==> config.mk <==
export PLATFORM = sky130hd
export DESIGN_NAME = awc_acq_offset
export DESIGN_NICKNAME = d
export VERILOG_FILES = /design/src/awc_pkg.sv /design/src/awc_cfg_mem.sv /design/src/awc_acq_offset.sv
export VERILOG_INCLUDE_DIRS = /design/src /design/src/src
export SDC_FILE = /design/constraint.sdc
export NUM_CORES = 1
export LEC_CHECK = 0
export ABC_CLOCK_PERIOD_IN_PS = 4100
export BUFFER_PORTS_ARGS = -buffer_cell sky130_fd_sc_hd__buf_2
export CORE_AREA = 2 2 156 272
export DETAILED_ROUTE_END_ITERATION = 10
export DIE_AREA = 0 0 158 274
export PLACE_DENSITY_LB_ADDON = 0.1
export SLEW_MARGIN = 20
export SYNTH_ARGS = -nofsm -noshare
export SYNTH_HDL_FRONTEND = slang
export SYNTH_SLANG_ARGS = --single-unit
==> constraint.sdc <==
create_clock -name clk_sys -period 4.1 [get_ports clk_sys]
set_input_delay 0.82 -clock clk_sys [delete_from_list [all_inputs] [get_ports clk_sys]]
set_output_delay 0.82 -clock clk_sys [all_outputs]
set_load 0.005 [all_outputs]
==> src/awc_consts.svh <==
// constants for the acquisition window and offset correction block
`ifndef AWC_CONSTS_SVH
`define AWC_CONSTS_SVH

// channel count and field widths
`define AWC_CHAN_N 16
`define AWC_CHAN_W 4
`define AWC_WIN_W 10
`define AWC_OFS_W 10
`define AWC_RAW_W 12
`define AWC_EXT_W 14

// window timing, slow grade table
`define AWC_T_STEP_100_PS 10000
`define AWC_T_MIN_100_NS 80
`define AWC_T_MAX_100_NS 5100

// window timing, fast grade table
`define AWC_T_STEP_200_PS 5000
`define AWC_T_MIN_200_NS 75
`define AWC_T_MAX_200_NS 2600

// unit conversion and step counts derived from times
`define AWC_PS_PER_NS 1000
`define AWC_MIN_STEPS(t_ns, s_ps) \
    (((t_ns) * `AWC_PS_PER_NS + (s_ps) - 1) / (s_ps))
`define AWC_MAX_STEPS(t_ns, s_ps) (((t_ns) * `AWC_PS_PER_NS) / (s_ps))

// result limits and reset values
`define AWC_RAW_MAX 12'hfff
`define AWC_RAW_MIN 12'h000
`define AWC_WIN_RST 10'h000
`define AWC_OFS_RST 10'h000
`define AWC_WIN_ONE 10'h001

`endif

==> src/awc_pkg.sv <==
// types shared by the acquisition window and offset correction block
`default_nettype none
`include "awc_consts.svh"

package awc_pkg;
    typedef enum logic [1:0] {st_idle, st_load, st_acq, st_conv} awc_state_t;
    typedef logic [`AWC_CHAN_W-1:0] awc_chan_t;
    typedef logic [`AWC_WIN_W-1:0] awc_win_t;
    typedef logic signed [`AWC_OFS_W-1:0] awc_ofs_t;
    typedef logic [`AWC_RAW_W-1:0] awc_raw_t;
    typedef logic signed [`AWC_EXT_W-1:0] awc_ext_t;
    typedef logic [`AWC_WIN_W+`AWC_OFS_W-1:0] awc_word_t;
endpackage

`default_nettype wire

==> src/awc_cfg_mem.sv <==
// per-channel window and offset store with registered read
`timescale 1ns/1ns
`default_nettype none
`include "awc_consts.svh"

module awc_cfg_mem (
    // clock and reset
    input wire logic clk_sys,
    input wire logic reset,
    // write port
    input wire logic wr_en,
    input wire awc_pkg::awc_chan_t wr_addr,
    input wire awc_pkg::awc_word_t wr_data,
    // read port
    input wire awc_pkg::awc_chan_t rd_addr,
    output var awc_pkg::awc_word_t rd_data
);
    import awc_pkg::*;

    awc_word_t mem [`AWC_CHAN_N];
    awc_word_t next_rd_data;

    // one independent entry per channel
    genvar i;
    generate
        for (i = 0; i < `AWC_CHAN_N; i++) begin : g_entry
            awc_word_t next_entry;
            always_comb begin
                next_entry = mem[i];
                if (wr_en && (wr_addr == awc_chan_t'(i))) begin
                    next_entry = wr_data;
                end
            end
            always_ff @(posedge clk_sys) begin
                if (reset) begin
                    mem[i] <= {`AWC_WIN_RST, `AWC_OFS_RST};
                end else begin
                    mem[i] <= next_entry;
                end
            end
        end
    endgenerate

    // read data leaves from a register
    always_comb begin
        next_rd_data = mem[rd_addr];
    end

    always_ff @(posedge clk_sys) begin
        if (reset) begin
            rd_data <= {`AWC_WIN_RST, `AWC_OFS_RST};
        end else begin
            rd_data <= next_rd_data;
        end
    end
endmodule

`default_nettype wire

==> src/awc_acq_offset.sv <==
// acquisition window timer and saturating offset correction
// Summary of operation
// - every channel keeps its own window length, chosen per conversion
// - slow grade: window 8 to 510 steps of one clock each
// - fast grade: window 15 to 520 steps of one clock each
// - signed ten-bit offset is subtracted from each result in hardware
// - corrected result clamps to zero or full scale, never wraps
// - correction adds one cycle of latency, never stalls conversions
`timescale 1ns/1ns
`default_nettype none
`include "awc_consts.svh"

module awc_acq_offset (
    // clock and reset
    input wire logic clk_sys,
    input wire logic reset,
    // per-channel configuration write
    input wire logic cfg_wr,
    input wire awc_pkg::awc_chan_t cfg_chan,
    input wire awc_pkg::awc_win_t acq_window_length,
    input wire awc_pkg::awc_ofs_t cfg_offset,
    // window table select, high for the fast grade
    input wire logic rate_grade,
    // conversion request
    input wire logic soc_req,
    input wire awc_pkg::awc_chan_t soc_chan,
    output logic busy,
    // converter core
    output logic sh_sample,
    output logic conv_start,
    output awc_pkg::awc_chan_t conv_chan,
    input wire logic conv_done,
    input wire awc_pkg::awc_raw_t conv_data,
    // corrected result
    output logic result_valid,
    output awc_pkg::awc_chan_t result_chan,
    output awc_pkg::awc_raw_t result_data,
    output logic result_sat
);
    import awc_pkg::*;

    localparam awc_win_t win_min_100 =
        awc_win_t'(`AWC_MIN_STEPS(`AWC_T_MIN_100_NS, `AWC_T_STEP_100_PS));
    localparam awc_win_t win_max_100 =
        awc_win_t'(`AWC_MAX_STEPS(`AWC_T_MAX_100_NS, `AWC_T_STEP_100_PS));
    localparam awc_win_t win_min_200 =
        awc_win_t'(`AWC_MIN_STEPS(`AWC_T_MIN_200_NS, `AWC_T_STEP_200_PS));
    localparam awc_win_t win_max_200 =
        awc_win_t'(`AWC_MAX_STEPS(`AWC_T_MAX_200_NS, `AWC_T_STEP_200_PS));

    awc_state_t state, next_state;
    awc_win_t count, next_count;
    awc_win_t win_eff, next_win_eff;
    awc_ofs_t offset, next_offset;
    awc_chan_t next_conv_chan;
    logic next_busy, next_sh_sample, next_conv_start;
    logic next_result_valid, next_result_sat;
    awc_chan_t next_result_chan;
    awc_raw_t next_result_data;
    awc_word_t rd_word;
    awc_win_t rd_win, rd_clamped;
    awc_ofs_t rd_ofs;
    awc_ext_t diff;
    logic take_done;

    // clamps a stored window to the limits of the selected grade
    function automatic awc_win_t clamp_window(input awc_win_t w,
                                              input logic grade);
        awc_win_t lo;
        awc_win_t hi;
        lo = grade ? win_min_200 : win_min_100;
        hi = grade ? win_max_200 : win_max_100;
        if (w < lo) begin
            return lo;
        end else if (w > hi) begin
            return hi;
        end
        return w;
    endfunction

    // channel settings store
    awc_cfg_mem u_cfg_mem (
        .clk_sys(clk_sys),
        .reset(reset),
        .wr_en(cfg_wr),
        .wr_addr(cfg_chan),
        .wr_data({acq_window_length, cfg_offset}),
        .rd_addr(next_conv_chan),
        .rd_data(rd_word)
    );

    // split the stored word and bound the window
    assign rd_win = rd_word[`AWC_WIN_W+`AWC_OFS_W-1:`AWC_OFS_W];
    assign rd_ofs = awc_ofs_t'(rd_word[`AWC_OFS_W-1:0]);
    assign rd_clamped = clamp_window(rd_win, rate_grade);

    // sequencer: request, load, acquire, convert
    always_comb begin
        next_state = state;
        next_count = count;
        next_win_eff = win_eff;
        next_offset = offset;
        next_conv_chan = conv_chan;
        next_sh_sample = 1'b0;
        next_conv_start = 1'b0;
        case (state)
            st_idle: begin
                if (soc_req) begin
                    next_conv_chan = soc_chan;
                    next_state = st_load;
                end
            end
            st_load: begin
                next_win_eff = rd_clamped;
                next_count = rd_clamped - `AWC_WIN_ONE;
                next_offset = rd_ofs;
                next_sh_sample = 1'b1;
                next_state = st_acq;
            end
            st_acq: begin
                if (count == `AWC_WIN_RST) begin
                    next_conv_start = 1'b1;
                    next_state = st_conv;
                end else begin
                    next_count = count - `AWC_WIN_ONE;
                    next_sh_sample = 1'b1;
                end
            end
            st_conv: begin
                if (conv_done) begin
                    next_state = st_idle;
                end
            end
            default: begin
                next_state = st_idle;
            end
        endcase
        next_busy = (next_state != st_idle);
    end

    always_ff @(posedge clk_sys) begin
        if (reset) begin
            state <= st_idle;
            count <= `AWC_WIN_RST;
            win_eff <= `AWC_WIN_RST;
            offset <= `AWC_OFS_RST;
            conv_chan <= '0;
            busy <= 1'b0;
            sh_sample <= 1'b0;
            conv_start <= 1'b0;
        end else begin
            state <= next_state;
            count <= next_count;
            win_eff <= next_win_eff;
            offset <= next_offset;
            conv_chan <= next_conv_chan;
            busy <= next_busy;
            sh_sample <= next_sh_sample;
            conv_start <= next_conv_start;
        end
    end

    // correction stage, one register after the converter answer
    assign take_done = (state == st_conv) && conv_done;
    assign diff = awc_ext_t'({2'h0, conv_data}) - awc_ext_t'(offset);

    always_comb begin
        next_result_valid = take_done;
        next_result_chan = result_chan;
        next_result_data = result_data;
        next_result_sat = result_sat;
        if (take_done) begin
            next_result_chan = conv_chan;
            next_result_sat = 1'b0;
            if (diff < awc_ext_t'(`AWC_RAW_MIN)) begin
                next_result_data = `AWC_RAW_MIN;
                next_result_sat = 1'b1;
            end else if (diff > awc_ext_t'({2'h0, `AWC_RAW_MAX})) begin
                next_result_data = `AWC_RAW_MAX;
                next_result_sat = 1'b1;
            end else begin
                next_result_data = awc_raw_t'(diff);
            end
        end
    end

    always_ff @(posedge clk_sys) begin
        if (reset) begin
            result_valid <= 1'b0;
            result_chan <= '0;
            result_data <= `AWC_RAW_MIN;
            result_sat <= 1'b0;
        end else begin
            result_valid <= next_result_valid;
            result_chan <= next_result_chan;
            result_data <= next_result_data;
            result_sat <= next_result_sat;
        end
    end

    // helper: length of the current sample pulse
    awc_win_t sh_len, next_sh_len;
    always_comb begin
        next_sh_len = `AWC_WIN_RST;
        if (sh_sample) begin
            next_sh_len = sh_len + `AWC_WIN_ONE;
        end
    end

    always_ff @(posedge clk_sys) begin
        if (reset) begin
            sh_len <= `AWC_WIN_RST;
        end else begin
            sh_len <= next_sh_len;
        end
    end
endmodule

`default_nettype wire

==> After elaboration in Yosys (flattened, before gate mapping) <==
Memory sizes are Yosys's and may differ from the RTL's. A register that Yosys moved wholly into a read port is not among the register bits.
Index checks and enable logic that the tools add are counted.
{ "op_classes": {"mux": 57, "magnitude_cmp": 4, "reduce_logical": 40, "eq_ne": 35, "addsub": 3, "bitwise_logic": 17} }
{ "ops": {"columns": ["operator", "count"], "rows": [
  ["$mux 20", 32],
  ["$mux 10", 5],
  ["$reduce_and 2->1", 17],
  ["$eq 4x4->1 const B", 8],
  ["$mux 12", 2],
  ["$pmux 10 s2", 1],
  ["$sub 10x1->10 const B", 2],
  ["$logic_and 1x1->1", 17],
  ["$eq 4x3->1 const B", 4],
  ["$ne 1x1->1 const B", 16],
  ["$or 1x1->1", 16],
  ["$gt 14x13->1 const B", 1],
  ["$lt 14x1->1 const B", 1],
  ["$sub 13x10->14", 1],
  ["$gt 10x10->1", 1],
  ["$logic_not 10->1", 1],
  ["$lt 10x4->1", 1],
  ["$mux 1", 9],
  ["$eq 4x2->1 const B", 2],
  ["$mux 4", 2],
  ["$pmux 2 s4", 1],
  ["$mux 2", 3],
  ["$eq 2x2->1 const B", 2],
  ["$eq 4x1->1 const B", 1],
  ["9 further kinds", 10]
]} }
{ "totals": {"memories": 1, "inputBits": 46, "ram_bits": 320, "output_inout_bits": 25, "reg_bits": 47, "word_cells": 168} }
{ "memory_table": {"columns": ["memory", "words", "width", "rd", "rd_ports_with_merged_regs", "wr", "line_no", "source"], "rows": [
  ["u_cfg_mem.mem", 16, 20, 1, 1, 16, "awc_cfg_mem.sv:20", "awc_word_t mem [`AWC_CHAN_N];"]
]} }

==> Longest topological paths before layout <==
{ "logic_depth": {"word_depth": 7, "ltp_mapped": 15, "depth_no_buf": 15} }

==> Hierarchy <==
A second synthesis with hierarchy kept.
{ "hier_totals": {"hier_cells": 1474, "hier_area_um2": 18464.0} }
{ "modules_own_cells": {"columns": ["module", "cells_each", "seq_area_each_um2", "instances", "area_each_um2"], "rows": [
  ["awc_cfg_mem", 1090, 10009.6, 1, 15264.6],
  ["awc_acq_offset", 384, 940.9, 1, 3199.3]
]} }

==> Least setup slack after synthesis <==
OpenSTA, ideal clock, no wires.
{ "synth_timing": {"path_kind": "input to register", "start": "in rate_grade", "end": "reg count[6]", "slack_ns": 0.323, "required_time_ns": 3.958, "cell_stages": 14, "setup_time_ns": 0.142, "t_arrival_ns": 3.634, "cell_sequence": "inv_1 ha_1 nand4b_1 or3_4 a22oi_2 nand2_2 o21ai_1 nor2_1 a21oi_1 ha_1 o311ai_2 or4_1 nand3_1 a311oi_1"} }
{ "synth_between": {"elab_chain_len": 7, "elab_cells_between_ends": 11, "classes_between": "1 x add/sub; 2 x order compare; 8 x mux"} }
{ "synth_lines": {"columns": ["element", "line_no", "source"], "rows": [
  ["start, declared", "awc_acq_offset.sv:23", "input wire logic rate_grade,"],
  ["$mux 10", "awc_acq_offset.sv:72", "hi = grade ? win_max_200 : win_max_100;"],
  ["$gt 10x10->1", "awc_acq_offset.sv:75", "end else if (w > hi) begin"],
  ["$mux 1", "awc_acq_offset.sv:75", null],
  ["$mux 1", "awc_acq_offset.sv:73", "if (w < lo) begin"],
  ["$mux 10 (*)", "awc_acq_offset.sv:78", "return w;"],
  ["$sub 10x1->10 (no line) (*)", null, null],
  ["$pmux 10 s2 (*)", "awc_acq_offset.sv:106", "case (state)"],
  ["end signal, assigned", "awc_acq_offset.sv:144", "count <= `AWC_WIN_RST;"],
  ["end signal, assigned", "awc_acq_offset.sv:153", "count <= next_count;"],
  ["end, declared", "awc_acq_offset.sv:52", "awc_win_t count, next_count;"]
]} }
Every way passes the cells marked *; elsewhere a longest branch is shown, timed or not. The select of a mux whose other input is x is not followed.
A chain may end at the register's enable or synchronous reset.

==> Worst setup path after layout <==
Same ends and word-level chain as after synthesis.

==> reports/summary.txt <==
First-pass GRT wire length - 67,600 um
Family with the most delay on the worst path - simple AND/OR/NAND/NOR gates
Comb pwr share - 16.6%
Initial Utilization - 44.1%
DRC viols - 0
Synthesized area - 18,300 um^2
Via count of the first global-routing pass - 11,300
Area grow syn2layout - 14.2%
Placed inst area - 19,500 um^2
Crit path DAT - 3810 ps
Clock Latency Late Sink - 540 ps
NetSw - 2530 uW
CTS tree - done
H-tree lvl count - 2
I/O Buffers - 70
Top Ports - 71
GP Congestion - 0.825
Internal power - 7490 uW
CTS root buffer - clkbuf_16
FILL cells - 3,644
Placed cells - 1,920
PD cells - 480 nW/um^2
First-pass DRT Iterations - 5
Number of gates resized after cts - 0
Post-Layout Cell Count - 1,988
Clock Sinks - 387
CORE AREA - 41,400 um^2
Syn_nets - 1,418
GRT overflow - 0
Hold Violations, Final - 0
Slew headroom - 39.1%
Inserted Clock Buffers - 38
CP endpoint kind - flop
Distinct cell type count after synthesis - 73
CTS clk-pin slew, worst paths - 60 ps
Critical path peak fanout - 5
Critical Path Max Stage Delay - 540 ps
Die H - 274 um
RSZ-0062 raised after global routing - no
Routed vias - 10,700
Area of the multi-input gates - 6970 um^2
Crit path top cell by count - ha_1
MaxCap Viol Count - 0
Top FF cell, synth - edfxtp_1
Final min period - 3430 ps
Critical path class - in2reg
CP required - 4470 ps
Maximum VDD drop - 256 uV
CP bufs+invs - 2
Initial antenna violation count - 2
CTS Hold Buffers Added - 0
Status - finished, final reports clean
Die width - 158 um
Worst-Margin Slew - 911 ps
Wire length per cell - 22.4 um
GRT Overall Usage - 21.1%
Cell count after synthesis - 1,339
Share of cells above drive strength 1 - 21.5%
Seq pwr share - 46.4%
Final TNS setup - 0 ps
Via density - 5.40
Final Cycle Share - 83.8%
Crit start category - input pin
Slowest stage cell, crit path - or4_1
Slew Limit Fails - 0
Max Freq - 291 MHz
Setup Skew - 12.6 ps
Post-route cell area - 20,900 um^2
Initial DRC Count - 623
Die Area - 43,300 um^2
Std cell rows - 99
Leakage - 0.00765 uW
Post-DP HPWL - 29,200 um
Post-synth EDFFs - 320
CTS max path bufs - 3
Final ANT Viol Nets - 0
Largest net degree at the start of global routing - 72
Synth warn - 0
Final setup fails - 0
Hold Crit Class - reg2reg
Power share of the clock group - 37.0%
Setup Buffers After CTS - 0
Sw Share - 25.3%
Post-synthesis sequential area ratio - 60.0%
Antenna Cells - 0
Mapped Avg Cell Area - 13.6 um^2
Post-synth ARST share - 0%
Cell Chain, Critical Path - buf_2 -> inv_1 -> ha_1 -> nand4b_1 -> or3_4 -> a22oi_2 -> nand2_2 -> o21ai_1 -> nor2_1 -> a21oi_1 -> ha_1 -> o311ai_2 -> or4_1 -> nand3_1 -> a311oi_1
Drt total wl - 44,500 um
Register area - 11,000 um^2
Nets - 1,484
Seq cells post-synth - 387
==> area by class of cell <==
cell class	count	area share [%]
clock buffer	51	5.15
clock inverter	17	1.13
inverter	29	0.522
multi-input combinational	824	33.4
sequential	387	52.5
tap	555	3.33
timing repair buffer	125	3.91
==> cell families (layout without fill, tap and decap cells) <==
logic type               Yosys count  in the layout  synth area share [%]
adder cells (fa/ha/maj)           33             33                  2.30
XOR/XNOR                          10             10                 0.480
buffers and inverters            128            222                  2.78
multiplexers                     117            117                  11.9
AND/OR/NAND/NOR                  505            505                  16.1
AO/OA/AOI/OAI                    159            159                  6.43
flip-flops                       387            387                  60.0
==> Yosys cell counts, drive strengths merged, types with 3 or more instances <==
| master | count | area (um^2) |
|---|---|---|
| nand2b | 8 | 50.1 |
| mux4 | 80 | 1800 |
| o211ai | 6 | 55.1 |
| and2 | 322 | 2010 |
| o21bai | 12 | 90.1 |
| nand3 | 8 | 45.0 |
| a31oi | 8 | 56.3 |
| or4 | 3 | 22.5 |
| or2 | 5 | 31.3 |
| a21o | 8 | 60.1 |
| nor4 | 7 | 56.3 |
| clkbuf | 83 | 312 |
| nand2 | 43 | 164 |
| nor2b | 24 | 150 |
| ha | 32 | 400 |
| a31o | 3 | 26.3 |
| nor3 | 15 | 75.1 |
| a311oi | 3 | 26.3 |
| a21oi | 24 | 120 |
| o21ai | 15 | 75.1 |
| edfxtp | 320 | 9610 |
| mux2i | 35 | 354 |
| a221oi | 6 | 52.6 |
| xor2 | 5 | 43.8 |
| inv | 29 | 109 |
| or3 | 4 | 35.0 |
| buf | 16 | 87.6 |
| nor3b | 6 | 45.0 |
| o31ai | 8 | 60.1 |
| a211oi | 46 | 345 |
| dfxtp | 67 | 1340 |
| nor2 | 52 | 195 |
| xnor2 | 5 | 43.8 |
==> layer usage <==
layer / GRT usage (%) / vias to the layer above / part of all wire, %
met2: 40.7 / 206 / 56
met1: 24.3 / 5426 / 38
met4: 5.50 / 0 / 2.2
met3: 2.40 / 61 / 3.4
met5: 0 / - / 0
li1: - / 5052 / -
==> path summary, 6_finish.rpt <==
| kind | start | slack, ps | endpoint | cells past startpoint |
|---|---|---|---|---|
| setup / recovery | rate_grade | 670 | count[6]$_SDFFE_PP0P_ | 15 |
| hold / removal | result_data[0]$_SDFFE_PP0P_ | 450 | result_data[0]$_SDFFE_PP0P_ | 2 |
| setup reg to reg | u_cfg_mem.rd_data[19]$_SDFF_PP0_ | 790 | count[6]$_SDFFE_PP0P_ | 13 |
| hold reg to reg | result_data[0]$_SDFFE_PP0P_ | 450 | result_data[0]$_SDFFE_PP0P_ | 2 |
==> power groups by stage <==
stage	registers (uW)	logic [uW]	clock network (uW)
floorplan	4680	1180	0
global placement	4720	1680	0
detailed placement	4730	1690	0
CTS	4650	1690	3780
global route	4670	1820	3910
finish	4650	1660	3710
==> registers in the layout, indices dropped and copies added, names as in the netlist, 2 cells and up <==
register,count
state,2
conv_chan,4
offset,10
u_cfg_mem.rd_data,20
result_data,12
result_chan,4
count,10
u_cfg_mem.mem,320
==> worst reg2reg max path: cells and delay by family (launching register included) <==
family	cells	cell delay [ps]
and+or+nand+nor	5	1410
AOI/OAI and AO/OA	6	800
DFF	1	380
adders and majority gates	2	570
==> placed cells by master (no fill, tap or decap), types with 7 or more instances in the layout <==
cell,synthesis,final
nor2_1,52,52
a21o_1,8,8
edfxtp_1,320,320
a31oi_1,7,7
and2_1,321,321
nand2b_1,8,8
clkbuf_1,83,9
a21oi_1,24,24
inv_1,28,28
nand3_1,7,7
mux4_2,80,80
clkbuf_16,0,41
o21bai_2,0,12
nor3_1,15,7
a211oi_1,46,46
ha_1,32,32
o21ai_0,13,13
buf_2,7,69
nand2_1,42,42
o31ai_1,8,8
nor2b_1,24,24
mux2i_1,34,31
buf_4,5,52
dfxtp_1,67,67
==> stage by stage <==
| step | power, uW | hold slack [ps] | worst slack (ps) | util, % |
|---|---|---|---|---|
| 2_1_floorplan | 5870 | 440 | 323 | - |
| 3_3_place_gp | 6400 | 436 | 143 | 47.2 |
| 3_5_place_dp | 6420 | 436 | 94.3 | 47.2 |
| 4_1_cts | 10100 | 451 | 665 | 50.4 |
| 5_1_grt | 10400 | 475 | 354 | 50.4 |
| 6_report | 10000 | 450 | 666 | 50.4 |
Note: power is estimated with default switching activity, not from simulation.
